**config.mk**
```make
export PLATFORM = sky130hd
export DESIGN_NAME = cable_bus_reset_and_attach_state
export DESIGN_NICKNAME = d
export VERILOG_FILES = /design/src/attach_pkg.sv /design/src/cable_bus_reset_and_attach_state.sv
export SDC_FILE = /design/constraint.sdc
export NUM_CORES = 1
export LEC_CHECK = 0
export BUFFER_PORTS_ARGS = -buffer_cell sky130_fd_sc_hd__buf_2
export CORE_ASPECT_RATIO = 1.5
export CORE_MARGIN = 5
export CORE_UTILIZATION = 54
export CTS_CLUSTER_SIZE = 25
export DETAILED_ROUTE_END_ITERATION = 12
export PLACE_DENSITY_LB_ADDON = 0.12
export SLEW_MARGIN = 5
export SYNTH_ARGS = -nofsm -noshare
export SYNTH_HDL_FRONTEND = slang
export SYNTH_SLANG_ARGS = --single-unit
```
**constraint.sdc**
```tcl
create_clock -name i_clk -period 2.3 [get_ports i_clk]
set_input_delay 0.46 -clock i_clk [delete_from_list [all_inputs] [get_ports i_clk]]
set_output_delay 0.46 -clock i_clk [all_outputs]
set_load 0.01 [all_outputs]
```
**src/attach_pkg.sv**
```systemverilog
// Constants, types and field layouts for the cable bus reset and attach controller.
// Assumes a single 125 MHz clock and an Avalon-MM register master.
// Functional notes
// Watch the global cable reset line continuously and react to it.
// The driver of global reset holds it at least 200 ms. The cable_peer model holds it for HOLD_CYC = 40 cycles only.
// Global reset releases all lines at once and enters online-disabled.
// Writing 1 to the control reset bit or own reset-register bit resets selectively.
// Selective reset waits until the carrying write completes, then resets.
// Selective reset is also accepted from a broadcast write.
// Exactly one of offline, online-disabled, online-enabled is held.
// Offline means no response to and no driving of any bus activity. The code still drives the lock line while offline during relay switching.
// Offline passes incoming grant straight to outgoing grant.
// Front-panel switch at offline forces offline over everything else.
// Writing 0 to remote attach bit goes offline; writing 1 does nothing.
// After remote offline, only a local request returns online, switch online; global reset and selective reset also enter online-disabled here.
// Online-disabled slave ignores transparent cycles; direct cycles stay allowed.
// Online-disabled interface forwards no backplane interrupts nor answers their acknowledges.
// Online-disabled may master cycles, forward cycles, request and handle interrupts.
// Online-enabled permits all functions, only with a backplane present.
// Power-up state may be any of three; enabled only with backplane.
// Assert arbitration lock first; switch relays no sooner than 1.2 us later.
// Hold arbitration lock until relay contacts settle, then release.
// Under arbitration lock, requesters ignore the grant chain and keep waiting.
// Every arbitration lock assertion lasts at least two cable propagation times.
// Keep driving select clocks while removing, before releasing arbitration lock. The code has no select clock output.
// Minimum lock time is 1.2 us long cable, 0.36 us short cable.
// Synchronise and debounce the front-panel switch before use.
package attach_pkg;

    // ------------------------------------------------------------
    // Timing
    // ------------------------------------------------------------
    localparam int CLK_PERIOD_PS = 8000;
    localparam int RELAY_DELAY_NS = 1200;
    localparam int LOCK_LONG_NS = 1200;
    localparam int LOCK_SHORT_NS = 360;
    localparam int RELAY_DELAY_CYC = (RELAY_DELAY_NS * 1000 + CLK_PERIOD_PS - 1) / CLK_PERIOD_PS;
    localparam int LOCK_LONG_CYC = (LOCK_LONG_NS * 1000 + CLK_PERIOD_PS - 1) / CLK_PERIOD_PS;
    localparam int LOCK_SHORT_CYC = (LOCK_SHORT_NS * 1000 + CLK_PERIOD_PS - 1) / CLK_PERIOD_PS;
    localparam int SETTLE_US = 1000;
    localparam int SETTLE_CYC_DEF = SETTLE_US * 125;
    localparam int DEBOUNCE_US = 1000;
    localparam int DEBOUNCE_CYC_DEF = DEBOUNCE_US * 125;
    localparam int CNT_W = 20;

    // ------------------------------------------------------------
    // Register map (byte addresses, word index in address bits 3:2)
    // ------------------------------------------------------------
    localparam logic [3:0] CSR_OFS = 4'h0;
    localparam logic [3:0] RR_OFS = 4'h4;
    localparam logic [3:0] STAT_OFS = 4'h8;
    localparam logic [3:0] CFG_OFS = 4'hC;
    localparam int CSR_RESET_BIT = 0;
    localparam int CSR_ONLINE_BIT = 1;
    localparam int CSR_TRANSP_BIT = 2;
    localparam int CSR_CABLEL_BIT = 3;
    localparam int CFG_LOCAL_ON_BIT = 0;
    localparam int CFG_LOCAL_OFF_BIT = 1;
    localparam int CFG_LOCK_REQ_BIT = 2;
    localparam logic [31:0] UNMAPPED_RD = 32'h0000_0000;

    // ------------------------------------------------------------
    // Types
    // ------------------------------------------------------------
    typedef enum logic [1:0] {
        ST_OFFLINE = 2'b00,
        ST_DISABLED = 2'b01,
        ST_ENABLED = 2'b10
    } attach_e;

    typedef enum logic [1:0] {
        LK_IDLE = 2'b00,
        LK_PRE = 2'b01,
        LK_SETTLE = 2'b10
    } lock_e;

    localparam attach_e POWERUP_STATE = ST_DISABLED;

    typedef struct packed {
        logic slave_direct;
        logic slave_transp;
        logic master;
        logic requester;
        logic intr_fwd;
        logic iack_fwd;
        logic intr_handler;
    } perm_s;

    typedef struct packed {
        attach_e attach;
        logic remote_off;
        logic sreset_pend;
        lock_e lock;
        logic [CNT_W-1:0] lock_cnt;
        logic relay_closed;
        logic [2:0] sw_sync;
        logic sw_stable;
        logic [CNT_W-1:0] db_cnt;
        logic [2:0] rst_sync;
        logic transp;
        logic cablel;
        logic [31:0] rdata;
        logic rvalid;
    } state_s;

endpackage

```
**src/cable_bus_reset_and_attach_state.sv**
```systemverilog
// Reset, attachment state and hot-connection sequencer for one cable bus device.
// Assumes cable pins are already converted to single-ended logic outside.
//
// Chosen here: the address map and register access over Avalon-MM.
`timescale 1ns/1ps
module cable_bus_reset_and_attach_state #(
    parameter int SETTLE_CYC = attach_pkg::SETTLE_CYC_DEF,
    parameter int DEBOUNCE_CYC = attach_pkg::DEBOUNCE_CYC_DEF,
    parameter logic [4:0] DEVICE_NUMBER = 5'h01,
    parameter bit HAS_BACKPLANE = 1'b1
) (
    input wire logic i_clk,
    input wire logic i_resetn,
    input wire logic [3:0] i_avs_address,
    input wire logic i_avs_read,
    input wire logic i_avs_write,
    input wire logic [31:0] i_avs_writedata,
    input wire logic [3:0] i_avs_byteenable,
    output logic [31:0] o_avs_readdata,
    output logic o_avs_waitrequest,
    input wire logic i_cable_reset,
    input wire logic i_online_switch,
    input wire logic i_grant_in,
    output logic o_grant_out,
    input wire logic i_grant_local,
    input wire logic i_cycle_done,
    output logic o_lock_out,
    output logic o_lock_oe,
    input wire logic i_lock_in,
    output logic o_relay_close,
    output logic o_abort,
    output logic o_lines_release,
    output logic o_remove_ok,
    output logic [1:0] o_attach_state,
    output attach_pkg::perm_s o_perm
);

    localparam int CNT_W_L = attach_pkg::CNT_W;

    attach_pkg::state_s cur_ff;
    attach_pkg::state_s nxt_ff;
    logic sw_online;
    logic gl_rst;
    logic cs_acc;
    logic wr_csr;
    logic wr_rr;
    logic wr_cfg;
    logic lock_min_done;
    logic go_online;
    logic [CNT_W_L-1:0] lock_min;

    // ------------------------------------------------------------
    // Combinational view of the state
    // ------------------------------------------------------------
    assign sw_online = cur_ff.sw_stable;
    assign gl_rst = cur_ff.rst_sync[2] & cur_ff.rst_sync[1];
    assign cs_acc = (i_avs_read | i_avs_write) & ~cur_ff.rvalid;
    // Writes take effect at the edge that acknowledges them, with waitrequest low.
    assign wr_csr = i_avs_write & cur_ff.rvalid & (i_avs_address == attach_pkg::CSR_OFS)
        & i_avs_byteenable[0];
    assign wr_rr = i_avs_write & cur_ff.rvalid & (i_avs_address == attach_pkg::RR_OFS);
    assign wr_cfg = i_avs_write & cur_ff.rvalid & (i_avs_address == attach_pkg::CFG_OFS)
        & i_avs_byteenable[0];
    assign lock_min = cur_ff.cablel ? CNT_W_L'(attach_pkg::LOCK_LONG_CYC)
        : CNT_W_L'(attach_pkg::LOCK_SHORT_CYC);
    assign lock_min_done = cur_ff.lock_cnt >= CNT_W_L'(attach_pkg::RELAY_DELAY_CYC)
        && cur_ff.lock_cnt >= lock_min;
    assign go_online = wr_cfg & i_avs_writedata[attach_pkg::CFG_LOCAL_ON_BIT];

    function automatic logic rr_hit(input logic [31:0] d, input logic [4:0] n);
        rr_hit = d[n];
    endfunction

    // ------------------------------------------------------------
    // Next state
    // ------------------------------------------------------------
    always_comb begin
        nxt_ff = cur_ff;
        nxt_ff.rvalid = 1'b0;
        nxt_ff.rst_sync = {cur_ff.rst_sync[1:0], i_cable_reset};
        nxt_ff.sw_sync = {cur_ff.sw_sync[1:0], i_online_switch};
        // Switch debounce: a change counts once held stable for the full window.
        if ((cur_ff.sw_sync[2] == cur_ff.sw_sync[1]) && (cur_ff.sw_sync[1] != cur_ff.sw_stable)) begin
            if (cur_ff.db_cnt >= CNT_W_L'(DEBOUNCE_CYC)) begin
                nxt_ff.sw_stable = cur_ff.sw_sync[1];
                nxt_ff.db_cnt = '0;
            end else begin
                nxt_ff.db_cnt = cur_ff.db_cnt + CNT_W_L'(1);
            end
        end else begin
            nxt_ff.db_cnt = '0;
        end
        // Register access.
        if (cs_acc && i_avs_read) begin
            nxt_ff.rvalid = 1'b1;
            unique case (i_avs_address)
                attach_pkg::CSR_OFS: nxt_ff.rdata = {28'h0000000, cur_ff.cablel, cur_ff.transp,
                    cur_ff.attach != attach_pkg::ST_OFFLINE, 1'b0};
                attach_pkg::STAT_OFS: nxt_ff.rdata = {24'h000000, cur_ff.relay_closed,
                    cur_ff.lock, cur_ff.remote_off, sw_online, cur_ff.sreset_pend,
                    cur_ff.attach};
                default: nxt_ff.rdata = attach_pkg::UNMAPPED_RD;
            endcase
        end else if (cs_acc && i_avs_write) begin
            nxt_ff.rvalid = 1'b1;
        end
        if (wr_csr) begin
            nxt_ff.transp = i_avs_writedata[attach_pkg::CSR_TRANSP_BIT];
            nxt_ff.cablel = i_avs_writedata[attach_pkg::CSR_CABLEL_BIT];
        end
        // Attachment state: one encoded value, so exactly one state holds.
        if (cur_ff.sreset_pend && i_cycle_done) begin
            nxt_ff.sreset_pend = 1'b0;
            nxt_ff.transp = 1'b0;
            nxt_ff.attach = attach_pkg::ST_DISABLED;
        end
        // Selective reset, from own or broadcast write alike; a new request wins the clear.
        if ((wr_csr && i_avs_writedata[attach_pkg::CSR_RESET_BIT])
            || (wr_rr && rr_hit(i_avs_writedata, DEVICE_NUMBER))) begin
            nxt_ff.sreset_pend = 1'b1;
        end
        if (wr_csr && !i_avs_writedata[attach_pkg::CSR_ONLINE_BIT]) begin
            nxt_ff.attach = attach_pkg::ST_OFFLINE;
            nxt_ff.remote_off = 1'b1;
        end
        if (wr_cfg && i_avs_writedata[attach_pkg::CFG_LOCAL_OFF_BIT]) begin
            nxt_ff.attach = attach_pkg::ST_OFFLINE;
        end
        if (go_online && sw_online && cur_ff.attach == attach_pkg::ST_OFFLINE) begin
            nxt_ff.attach = attach_pkg::ST_DISABLED;
            nxt_ff.remote_off = 1'b0;
        end
        if (nxt_ff.attach != attach_pkg::ST_OFFLINE && nxt_ff.transp && HAS_BACKPLANE) begin
            nxt_ff.attach = attach_pkg::ST_ENABLED;
        end else if (nxt_ff.attach == attach_pkg::ST_ENABLED) begin
            nxt_ff.attach = attach_pkg::ST_DISABLED;
        end
        if (gl_rst) begin
            nxt_ff.attach = attach_pkg::ST_DISABLED;
            nxt_ff.sreset_pend = 1'b0;
            nxt_ff.transp = 1'b0;
        end
        if (!sw_online) begin
            nxt_ff.attach = attach_pkg::ST_OFFLINE;
        end
        // Hot connection: lock, wait, switch relays, settle, release.
        unique case (cur_ff.lock)
            attach_pkg::LK_IDLE: begin
                nxt_ff.lock_cnt = '0;
                if ((nxt_ff.attach == attach_pkg::ST_OFFLINE) != cur_ff.relay_closed
                    || (wr_cfg && i_avs_writedata[attach_pkg::CFG_LOCK_REQ_BIT])) begin
                    nxt_ff.lock = attach_pkg::LK_PRE;
                end
            end
            attach_pkg::LK_PRE: begin
                nxt_ff.lock_cnt = cur_ff.lock_cnt + CNT_W_L'(1);
                if (lock_min_done) begin
                    nxt_ff.relay_closed = cur_ff.attach == attach_pkg::ST_OFFLINE;
                    nxt_ff.lock = attach_pkg::LK_SETTLE;
                    nxt_ff.lock_cnt = '0;
                end
            end
            attach_pkg::LK_SETTLE: begin
                nxt_ff.lock_cnt = cur_ff.lock_cnt + CNT_W_L'(1);
                if (cur_ff.lock_cnt >= CNT_W_L'(SETTLE_CYC)) begin
                    nxt_ff.lock = attach_pkg::LK_IDLE;
                end
            end
            default: nxt_ff.lock = attach_pkg::LK_IDLE;
        endcase
    end

    // ------------------------------------------------------------
    // State register
    // ------------------------------------------------------------
    always_ff @(posedge i_clk or negedge i_resetn) begin
        if (!i_resetn) begin
            cur_ff <= '{attach: attach_pkg::POWERUP_STATE, lock: attach_pkg::LK_IDLE,
                sw_stable: 1'b1, sw_sync: 3'h7, default: '0};
        end else begin
            cur_ff <= nxt_ff;
        end
    end

    // ------------------------------------------------------------
    // Outputs
    // ------------------------------------------------------------
    logic online;
    logic enabled;
    assign online = (cur_ff.attach != attach_pkg::ST_OFFLINE) && !gl_rst;
    assign enabled = (cur_ff.attach == attach_pkg::ST_ENABLED) && !gl_rst;
    assign o_avs_readdata = cur_ff.rdata;
    assign o_avs_waitrequest = (i_avs_read | i_avs_write) & ~cur_ff.rvalid;
    assign o_attach_state = cur_ff.attach;
    assign o_abort = gl_rst | !online;
    assign o_lines_release = gl_rst | !online | (cur_ff.sreset_pend & i_cycle_done);
    assign o_grant_out = online ? (i_grant_local & ~(i_lock_in | o_lock_out))
        : i_grant_in;
    assign o_lock_out = cur_ff.lock != attach_pkg::LK_IDLE;
    assign o_lock_oe = o_lock_out;
    assign o_relay_close = cur_ff.relay_closed;
    assign o_remove_ok = (cur_ff.attach == attach_pkg::ST_OFFLINE) && (cur_ff.lock ==
        attach_pkg::LK_IDLE);
    always_comb begin
        o_perm.slave_direct = online;
        o_perm.slave_transp = enabled;
        o_perm.master = online;
        o_perm.requester = online & ~(i_lock_in | o_lock_out);
        o_perm.intr_fwd = enabled;
        o_perm.iack_fwd = enabled;
        o_perm.intr_handler = online;
    end

endmodule // cable_bus_reset_and_attach_state

```
==> results of run 1 <==
metrics by stage:
step	util, %	cell area [sq um]	setup TNS, ps	total power [mW]
finish	63.6	4390	0	2.48
global placement	58.2	4020	-19.1	1.46
CTS	61.7	4250	0	2.49
floorplan	-	3960	0	1.41
global route	63.6	4390	-37.7	2.61
detailed placement	58.2	4020	-238	1.46
worst max-delay path: stages, from the launching register on:
cell       delay [ps]
dfrtp_2           450
inv_4              90
buf_4             130
ha_1              190
nor2_1             60
o211ai_1           80
o211ai_1          160
o211a_2           300
buf_6             130
buf_6             130
o2111ai_2         210
o311ai_4          120
cell type report:
class / instances / area [sq um] / area share, %
timing repair buffer: 66 / 415 / 9.47
clock inverter: 7 / 83.8 / 1.91
inverter: 16 / 62.6 / 1.43
clock buffer: 9 / 124 / 2.82
multi-input combinational: 301 / 1970 / 44.9
sequential: 65 / 1640 / 37.3
tap: 78 / 97.6 / 2.22
placed cells by master (no fill, tap or decap), drive strengths merged, types with 3 or more instances in the layout:
cell and instances:
nor2 35, mux2i 4, and4 3, o21ai 13, nand2 41, and3 8
nor3b 5, buf 66, a21oi 10, nor4 4, xnor2 9, o221ai 4
o31ai 5, nor3 13, ha 14, and2 7, clkbuf 9, nand4 9
a22o 6, conb 27, dfstp 5, o2111ai 6, nand3 20, o211ai 16
inv 19, xor2 12, o311ai 3, or3 5, dfrtp 60
timing repair:
item / in CTS / in global routing
gates resized for setup: 3 / 19
setup buffers: 3 / 5
gates cloned: 0 / 0
pin swaps: 3 / 11
setup endpoints to repair: 4 / 10
power breakdown:
| group | switching (mW) | leakage (nW) | internal (mW) |
|---|---|---|---|
| Sequential | 0.0329 | 0.851 | 1.18 |
| Combinational | 0.154 | 1.04 | 0.102 |
| Clock | 0.492 | 0.103 | 0.520 |
| Total | 0.679 | 2.00 | 1.80 |
path summary, 6_finish.rpt:
path                       cells after the start                endpoint  slack [ps]
setup / recovery                              11  cur_ff[73]$_DFFE_PN0P_         120
hold / removal                                 1    cur_ff[37]$_DFF_PN0_          20
setup reg to reg                              11  cur_ff[73]$_DFFE_PN0P_         120
hold reg to reg                                0    cur_ff[36]$_DFF_PN0_         360
max in group asynchronous                      2    cur_ff[60]$_DFF_PN1_        1640
min in group i_clk                             1    cur_ff[59]$_DFF_PN1_         190
routing by layer:
layer / track usage, % / vias to the layer above / routed length, um
met2: 32.8 / 49 / 4120
met4: 7.80 / 0 / 191
li1: - / 1499 / -
met3: 3.87 / 18 / 286
met1: 20.9 / 1440 / 3260
met5: 0 / - / 0
cells by family (layout without fill, tap and decap cells):
logic type,after synthesis,count (layout)
compound gates,79,79
xor+xnor,21,21
fa+ha+maj,14,14
buf+inv,73,98
flops,65,65
mux,5,5
other cells,1,27
simple gates,155,155
state kept, by name, indices dropped and copies added, names as in the netlist:
signal and cells:
o_attach_state 2, sw_online 1, o_avs_readdata 8, o_relay_close 1, cur_ff 53
==> summary.md, run 1 <==
| Metric | Value |
|---|---|
| Status | `completed` |
| RSZ-0062 raised after global routing | `true` |
| Worst-path maximum fanout | `7` |
| Routed via count | `3006` |
| Flops & latches, synth | `65` |
| Max cap viols | `0` |
| Crit end category | `flip-flop` |
| DRT antenna net count | `0` |
| VDD IR max | `0.383 mV` |
| Die X | `79.0 um` |
| Post-synthesis simple-gate area fraction | `20.2%` |
| Routed vias/inst | `5.55` |
| Mapped Avg Cell Area | `9.34 sq um` |
| Die Area | `8970 sq um` |
| Num CTS Buffers | `9` |
| Final Critical Period | `2180 ps` |
| Placer congestion estimate | `0.780` |
| Largest net degree at the start of global routing | `50` |
| Residual DRC | `0` |
| Main combinational cell family by area after synthesis | `simple AND/OR/NAND/NOR gates` |
| Hold Fails Final Rpt | `0` |
| Lkg Pwr | `2.00 nW` |
| Fin. max-slew vios | `0` |
| Netlist cell types | `54` |
| Final setup skew | `11.7 ps` |
| Synth area leaders | `dfrtp_1 (39%), buf_4 (8.0%), ha_1 (4.5%)` |
| Worst setup path start | `cur_ff[33]$_DFFE_PN0N_` |
| Initial antenna violation count | `0` |
| Worst Hold Class | `in2async` |
| Clk slew on worst S/H paths | `90 ps` |
| H-tree Lvls | `3` |
| Period utilization | `94.9%` |
| Area leader, netlist | `dfrtp_1` |
| Mapped Cells | `413` |
| CORE AREA | `6900 sq um` |
| Compound-Gate Fraction of Synth Area | `15.2%` |
| Final setup viols | `0` |
| Diode count | `0` |
| WL final | `7.86 mm` |
| Register area share after synthesis | `42.3%` |
| Number of synthesized flops with an enable pin | `0` |
| Clock Latency Late Sink | `360 ps` |
| PD cells | `565 nW/um^2` |
| Top Ports | `99` |
| Fin nets | `523` |
| Die Ht | `114 um` |
| Total GRT Usage | `18.4%` |
| Layout cells sized above 1 | `23.5%` |
| PortBufs | `43` |
| Most frequent cells after synthesis | `dfrtp_1 (60), buf_4 (41), nand2_1 (41)` |
| DP HPWL | `5.74 mm` |
| Filler Cell Count | `604` |
| Cells after DPL | `519` |
| Area delta synth->final | `13.8%` |
| Grt ovf | `0` |
| CTS Buffer Depth | `2` |
| DRT iter0 DRCs | `162` |
| Post-CTS Hold Fix Bufs | `0` |
| Adder-cell share of the synthesized area | `4.54%` |
| Worst path arrival time | `2400 ps` |
| Top_reg_cell synth | `dfrtp_1` |
| XOR/XNOR Fraction of Synth Area | `4.77%` |
| Count leader, synth | `dfrtp_1` |
| DR pass1 iterations | `5` |
| Yosys Warn Count | `0` |
| CTS tree | `built` |
| Slew headroom | `55.8%` |
| Post-synthesis mux area share | `1.33%` |
| Non-Filler Instances | `542` |
| Hold_ws | `15.6 ps` |
| Initial Util | `55.9%` |
| Setup crit start kind | `flip-flop` |
| Clk sink count | `65` |
| Vias in the first global route | `2962` |
| WS Path Type | `reg2reg` |
| Worst Path Required | `2510 ps` |
| Share of the synthesized area in the top cell type | `38.9%` |
| Clock tree root buffer cell | `clkbuf_8` |
| Global-route wire length before repair | `13.2 mm` |
| Reg2reg start | `cur_ff[33]$_DFFE_PN0N_` |
| Wirelength per Cell | `14.5 um` |
| Max frequency | `458 MHz` |
| Final worst slack | `116 ps` |
| Ys async rst share | `100%` |
| # rows | `37` |
| Netlist Area Pre-Place | `3860 sq um` |
| Worst-margin pin slew | `663 ps` |
| Placement Setup Slack | `-79.1 ps` |
Note: power is estimated with default switching activity, not from simulation.
==> run 2, diff against run 1 <==
==> constraint.sdc (replaced) <==
create_clock -name i_clk -period 2.3 [get_ports i_clk]
set_input_delay 0.23 -clock i_clk [delete_from_list [all_inputs] [get_ports i_clk]]
set_output_delay 0.23 -clock i_clk [all_outputs]
set_load 0.01 [all_outputs]
==> summary.md, run 2 (synthesized netlist as in run 1, its figures left out) <==
| Metric | Value |
|---|---|
| Leading cell types in the layout, fill and taps excluded | `dfrtp_1 (59), buf_2 (43), nand2_1 (41), nor2_1 (35), conb_1 (27) (was dfrtp_1 (57), buf_2 (43), nand2_1 (41), nor2_1 (35), conb_1 (27))` |
| Slowest stage cell, crit path | `dfrtp_2 (unchanged)` |
| Worst-margin pin slew | `634 ps (was 663 ps)` |
| Hold Path End | `cur_ff[33]$_DFFE_PN0N_` |
| Post-route cell area | `4270 sq um (was 4390 sq um)` |
| Final setup skew | `10.8 ps (was 11.7 ps)` |
| DR pass1 iterations | `4 (was 5)` |
| Filler Cell Count | `607 (was 604)` |
| # rows | `37 (unchanged)` |
| DRT iter0 DRCs | `139 (was 162)` |
| Worst path cell trace | `inv_2 -> ha_1 -> a211oi_2 -> o211ai_1 -> o211ai_1 -> o211a_2 -> o211ai_1 -> buf_4 -> o311ai_1 (was inv_4 -> buf_4 -> ha_1 -> nor2_1 -> o211ai_1 -> o211ai_1 -> o211a_2 -> buf_6 -> buf_6 -> o2111ai_2 -> o311ai_4)` |
| Clock Power Share | `38.1% (was 40.9%)` |
| Clk slew on worst S/H paths | `80 ps (was 90 ps)` |
| Slew headroom | `57.7% (was 55.8%)` |
| Non-Filler Instances | `542 (unchanged)` |
| Clk sink count | `65 (unchanged)` |
| Worst Hold Depth | `3` |
| Lkg Pwr | `1.96 nW (was 2.00 nW)` |
| VDD IR max | `0.452 mV (was 0.383 mV)` |
| Num CTS Buffers | `9 (unchanged)` |
| Worst path arrival time | `2470 ps (was 2400 ps)` |
| Max cap viols | `0 (unchanged)` |
| Grt ovf | `0 (unchanged)` |
| CORE AREA | `6900 sq um (unchanged)` |
| Vias in the first global route | `3006 (was 2962)` |
| P_int | `1.69 mW (was 1.80 mW)` |
| Crit end category | `flip-flop (unchanged)` |
| Initial Util | `55.9% (unchanged)` |
| Commonest non-fill, non-tap cell in the layout | `dfrtp_1 (unchanged)` |
| PD cells | `553 nW/um^2 (was 565 nW/um^2)` |
| CTS Buffer Depth | `2 (unchanged)` |
| Reg2reg start | `cur_ff[33]$_DFFE_PN0N_ (unchanged)` |
| WS Path Type | `reg2reg (unchanged)` |
| Final Critical Period | `2240 ps (was 2180 ps)` |
| Worst Path Required | `2530 ps (was 2510 ps)` |
| Clock Latency Late Sink | `340 ps (was 360 ps)` |
| Worst Hold Class | `in2reg (was in2async)` |
| Wirelength per Cell | `14.3 um (was 14.5 um)` |
| Largest net degree at the start of global routing | `30 (was 50)` |
| Routed vias/inst | `5.54 (was 5.55)` |
| Layout cells sized above 1 | `21.3% (was 23.5%)` |
| DP HPWL | `5.88 mm (was 5.74 mm)` |
| Area delta synth->final | `10.8% (was 13.8%)` |
| Cells after DPL | `519 (unchanged)` |
| Period utilization | `97.3% (was 94.9%)` |
| Fin nets | `523 (unchanged)` |
| Slowest cell delay on critical path | `420 ps (was 450 ps)` |
| Placer congestion estimate | `0.856 (was 0.780)` |
| Die Ht | `114 um (unchanged)` |
| DRT antenna net count | `0 (unchanged)` |
| Max reg flops | `53 (unchanged)` |
| Diode count | `0 (unchanged)` |
| Hold Path Origin | `i_avs_writedata[3]` |
| Initial antenna violation count | `0 (unchanged)` |
| CTS tree | `built (unchanged)` |
| Reg power frac | `51.2% (was 48.8%)` |
| Most frequent CP cell | `o211ai_1` |
| Reg-to-Reg End | `cur_ff[79]$_DFFE_PN0P_ (was cur_ff[73]$_DFFE_PN0P_)` |
| Hold Fails Final Rpt | `0 (unchanged)` |
| H-tree Lvls | `3 (unchanged)` |
| Die X | `79.0 um (unchanged)` |
| Residual DRC | `0 (unchanged)` |
| Reg2Reg Setup Slack | `60 ps (was 120 ps)` |
| Switching pwr | `0.674 mW (was 0.679 mW)` |
| Max frequency | `447 MHz (was 458 MHz)` |
| Combinational power share | `10.7% (was 10.3%)` |
| Total GRT Usage | `18.3% (was 18.4%)` |
| Final setup viols | `0 (unchanged)` |
| Sw Share | `28.5% (was 27.4%)` |
| Worst-path maximum fanout | `6 (was 7)` |
| Setup crit start kind | `flip-flop (unchanged)` |
| Cell area after placement | `4010 sq um (was 4020 sq um)` |
| Global-route wire length before repair | `13.3 mm (was 13.2 mm)` |
| WL final | `7.76 mm (was 7.86 mm)` |
| Top Ports | `99 (unchanged)` |
| Routed via count | `3002 (was 3006)` |
| Worst R2R Path Depth | `9 (was 11)` |
| PortBufs | `43 (unchanged)` |
| Clock tree root buffer cell | `clkbuf_8 (unchanged)` |
| Status | `completed (unchanged)` |
| Die Area | `8970 sq um (unchanged)` |
| Biggest register | `cur_ff (unchanged)` |
| Fin. max-slew vios | `0 (unchanged)` |
[run 2: worst max-delay path by stage]
stage	end	from
after floorplan	cur_ff[69]$_DFFE_PN0P_	cur_ff[33]$_DFFE_PN0N_
after CTS	cur_ff[79]$_DFFE_PN0P_	cur_ff[33]$_DFFE_PN0N_
after global routing	cur_ff[69]$_DFFE_PN0P_	cur_ff[33]$_DFFE_PN0N_
after global placement	cur_ff[79]$_DFFE_PN0P_	cur_ff[33]$_DFFE_PN0N_
after detailed placement	cur_ff[79]$_DFFE_PN0P_	cur_ff[33]$_DFFE_PN0N_
final	cur_ff[79]$_DFFE_PN0P_	cur_ff[33]$_DFFE_PN0N_
[run 2: power by group through the flow]
stage / Sequential (mW) / Clock, mW / Combinational, mW
2_1_floorplan: 1.22 / 0 / 0.196
3_3_place_gp: 1.23 / 0 / 0.226
3_5_place_dp: 1.23 / 0 / 0.234
4_1_cts: 1.21 / 0.924 / 0.238
5_1_grt: 1.22 / 0.978 / 0.286
6_report: 1.21 / 0.900 / 0.253
[run 2: critical path: cells and delay by family, from the launching register on]
kind            cells  cell delay, ps
compound gates      6            1240
fa+ha+maj           1             210
flops               1             420
buf+inv             2             250
[run 2: what timing repair did]
action,CTS,global route
gates resized for setup,0,5
hold endpoints to repair,23,0
setup endpoints to repair,0,17
hold buffers,3,0
buffers inserted,0,4
[run 2: routing by layer]
layer  up-vias  wire (um)  GRT usage (%)
met5         -          0              0
met2        48       4150           32.2
li1       1506          -              -
met1      1433       3250           21.7
met3        15        192           3.32
met4         0        166           7.68
[run 2: through the flow]
step           utilization (%)  setup slack, ps  setup TNS, ps  total power, mW  hold slack (ps)
6_report                  62.0             62.1              0             2.36             96.2
5_1_grt                   62.0            -55.0           -288             2.48             95.6
4_1_cts                   61.2             3.34              0             2.37             85.3
3_5_place_dp              58.1             30.2              0             1.46              288
3_3_place_gp              58.1             58.2              0             1.46              282
2_1_floorplan                -              307              0             1.41            -65.6
[run 2: cell type report]
type	count	area (sq um)	area share, %
inverter	16	60.1	1.41
timing repair buffer	66	395	9.25
clock buffer	9	124	2.90
clock inverter	7	61.3	1.43
tap	78	97.6	2.28
multi-input combinational	301	1900	44.5
sequential	65	1630	38.2
==> run 3, diff against run 2 <==
- RECOVER_POWER: default -> 25
- REMOVE_ABC_BUFFERS: default -> 1
==> summary.md, run 3 (synthesized netlist as in run 1, its figures left out) <==
| Metric | Value |
|---|---|
| Top Ports | `99 (unchanged)` |
| Initial Util | `55.9% (unchanged)` |
| Die Area | `8970 sq um (unchanged)` |
| Commonest non-fill, non-tap cell in the layout | `dfrtp_1 (unchanged)` |
| Status | `completed (unchanged)` |
| Clk slew on worst S/H paths | `70 ps (was 80 ps)` |
| H-tree Lvls | `3 (unchanged)` |
| Period utilization | `96.5% (was 97.3%)` |
| Hold Fails Final Rpt | `0 (unchanged)` |
| Residual DRC | `0 (unchanged)` |
| Final setup viols | `0 (unchanged)` |
| Grt ovf | `0 (unchanged)` |
| Post-layout util | `63.1% (was 62.0%)` |
| Setup crit start kind | `flip-flop (unchanged)` |
| Wirelength per Cell | `15.0 um (was 14.3 um)` |
| Clock tree root buffer cell | `clkbuf_8 (unchanged)` |
| DP HPWL | `6.12 mm (was 5.88 mm)` |
| Worst-path maximum fanout | `5 (was 6)` |
| Post-route cell area | `4350 sq um (was 4270 sq um)` |
| Initial antenna violation count | `0 (unchanged)` |
| CORE AREA | `6900 sq um (unchanged)` |
| Hold_ws | `108 ps (was 96.2 ps)` |
| Fin. max-slew vios | `0 (unchanged)` |
| RSZ-0062 raised after global routing | `true` |
| Leading cell types in the layout, fill and taps excluded | `dfrtp_1 (59), nand2_1 (41), nor2_1 (35), buf_2 (35), conb_1 (27) (was dfrtp_1 (59), buf_2 (43), nand2_1 (41), nor2_1 (35), conb_1 (27))` |
| Routed vias/inst | `5.59 (was 5.54)` |
| Max cap viols | `0 (unchanged)` |
| Max frequency | `450 MHz (was 447 MHz)` |
| Layout cells sized above 1 | `20.2% (was 21.3%)` |
| Total GRT Usage | `19.5% (was 18.3%)` |
| Max reg flops | `53 (unchanged)` |
| CTS Buffer Depth | `2 (unchanged)` |
| Vias in the first global route | `3061 (was 3006)` |
| CTS tree | `built (unchanged)` |
| Total Neg Setup Slack | `0 ps (unchanged)` |
| Lkg Pwr | `1.96 nW (about the same)` |
| Clock Latency Late Sink | `350 ps (was 340 ps)` |
| Filler Cell Count | `605 (was 607)` |
| WL final | `8.14 mm (was 7.76 mm)` |
| PortBufs | `43 (unchanged)` |
| Worst Hold Class | `in2reg (unchanged)` |
| Area of the multi-input gates | `1920 sq um (was 1900 sq um)` |
| Clk sink count | `65 (unchanged)` |
| Largest net degree at the start of global routing | `26 (was 30)` |
| Biggest register | `cur_ff (unchanged)` |
| Cells after DPL | `521 (was 519)` |
| DR pass1 iterations | `5 (was 4)` |
| Global-route wire length before repair | `13.9 mm (was 13.3 mm)` |
| Placer congestion estimate | `0.844 (was 0.856)` |
| Reg area | `1630 sq um (unchanged)` |
| Slew headroom | `20.8% (was 57.7%)` |
| Diode count | `0 (unchanged)` |
| Area delta synth->final | `12.8% (was 10.8%)` |
| DRT iter0 DRCs | `207 (was 139)` |
| Worst-margin pin slew | `1190 ps (was 634 ps)` |
| Final Critical Period | `2220 ps (was 2240 ps)` |
| Num CTS Buffers | `9 (unchanged)` |
| Crit end category | `flip-flop (unchanged)` |
| Cell area after placement | `4020 sq um (was 4010 sq um)` |
| Worst path arrival time | `2430 ps (was 2470 ps)` |
| # rows | `37 (unchanged)` |
| Die Ht | `114 um (unchanged)` |
| Die X | `79.0 um (unchanged)` |
| Final setup skew | `6.68 ps (was 10.8 ps)` |
| DRT antenna net count | `0 (unchanged)` |
| Fin nets | `524 (was 523)` |
| PD cells | `589 nW/um^2 (was 553 nW/um^2)` |
| Routed via count | `3037 (was 3002)` |
| Non-Filler Instances | `543 (was 542)` |
| WS Path Type | `reg2reg (unchanged)` |
| VDD IR max | `0.555 mV (was 0.452 mV)` |
| Worst Path Required | `2510 ps (was 2530 ps)` |
[run 3: cell types whose count changed in the layout (fill, tap and decap cells not counted), moves of 2 or more]
cell	change
buf_2	-8
o2111ai_1	-2
inv_6	-3
bufinv_16	+2
clkbuf_1	+8
o2111ai_2	+2
buf_4	-2
[run 3: cell type report]
cell class	count	area share (%)
Clock buffer	10	3.16
Clock inverter	6	2.10
Multi-Input combinational cell	301	44.2
Inverter	16	1.44
Timing Repair Buffer	67	9.34
Sequential cell	65	37.6
Tap cell	78	2.24
[run 3: per-stage QoR]
step	power [mW]	setup slack (ps)
CTS	2.57	58.6
detailed placement	1.47	77.0
floorplan	1.36	182
global placement	1.46	93.8
global route	2.68	-24.2
finish	2.56	79.9
[run 3: worst max-delay path, stage by stage, from the launching register on]
cell      delay (ps)
dfrtp_2          440
inv_4             60
ha_1             270
o211ai_1          80
o211ai_1         190
o211ai_1         140
o211a_2          320
buf_12           140
o21ai_4          180
buf_4            150
o221ai_1         110
[run 3: report_power, final]
group | total [mW] | leakage (nW) | switching (mW) | internal (mW)
combinational | 0.256 | 1.00 | 0.153 | 0.103
clock | 1.10 | 0.105 | 0.456 | 0.641
sequential | 1.21 | 0.854 | 0.0346 | 1.18
total | 2.56 | 1.96 | 0.644 | 1.92
[run 3: repair_timing]
action	in CTS	in global routing
resized for setup	0	11
hold buffers	3	0
setup buffers	0	3
endpoints found under the hold margin	20	0
endpoints found under the setup margin	0	13
[run 3: final timing paths]
path | from | depth (start not counted) | endpoint | slack (ps)
max | cur_ff[33]$_DFFE_PN0N_ | 10 | cur_ff[75]$_DFFE_PN0P_ | 80
min | i_avs_writedata[3] | 3 | cur_ff[33]$_DFFE_PN0N_ | 110
max reg2reg | cur_ff[33]$_DFFE_PN0N_ | 10 | cur_ff[75]$_DFFE_PN0P_ | 80
min reg2reg | cur_ff[35]$_DFF_PN0_ | 0 | cur_ff[36]$_DFF_PN0_ | 350
max in group asynchronous | i_resetn | 3 | cur_ff[59]$_DFF_PN1_ | 540
min in group asynchronous | i_resetn | 2 | cur_ff[81]$_DFFE_PN0P_ | 650
[run 3: metal layers]
| metal | GRT usage, % | vias up | part of all wire, % | wire length [um] |
|---|---|---|---|---|
| li1 | - | 1499 | - | - |
| met5 | 0 | - | 0 | 0 |
| met3 | 2.69 | 11 | 3.1 | 254 |
| met1 | 22.3 | 1476 | 41 | 3300 |
| met4 | 9.40 | 0 | 1.7 | 140 |
| met2 | 35.2 | 51 | 55 | 4440 |
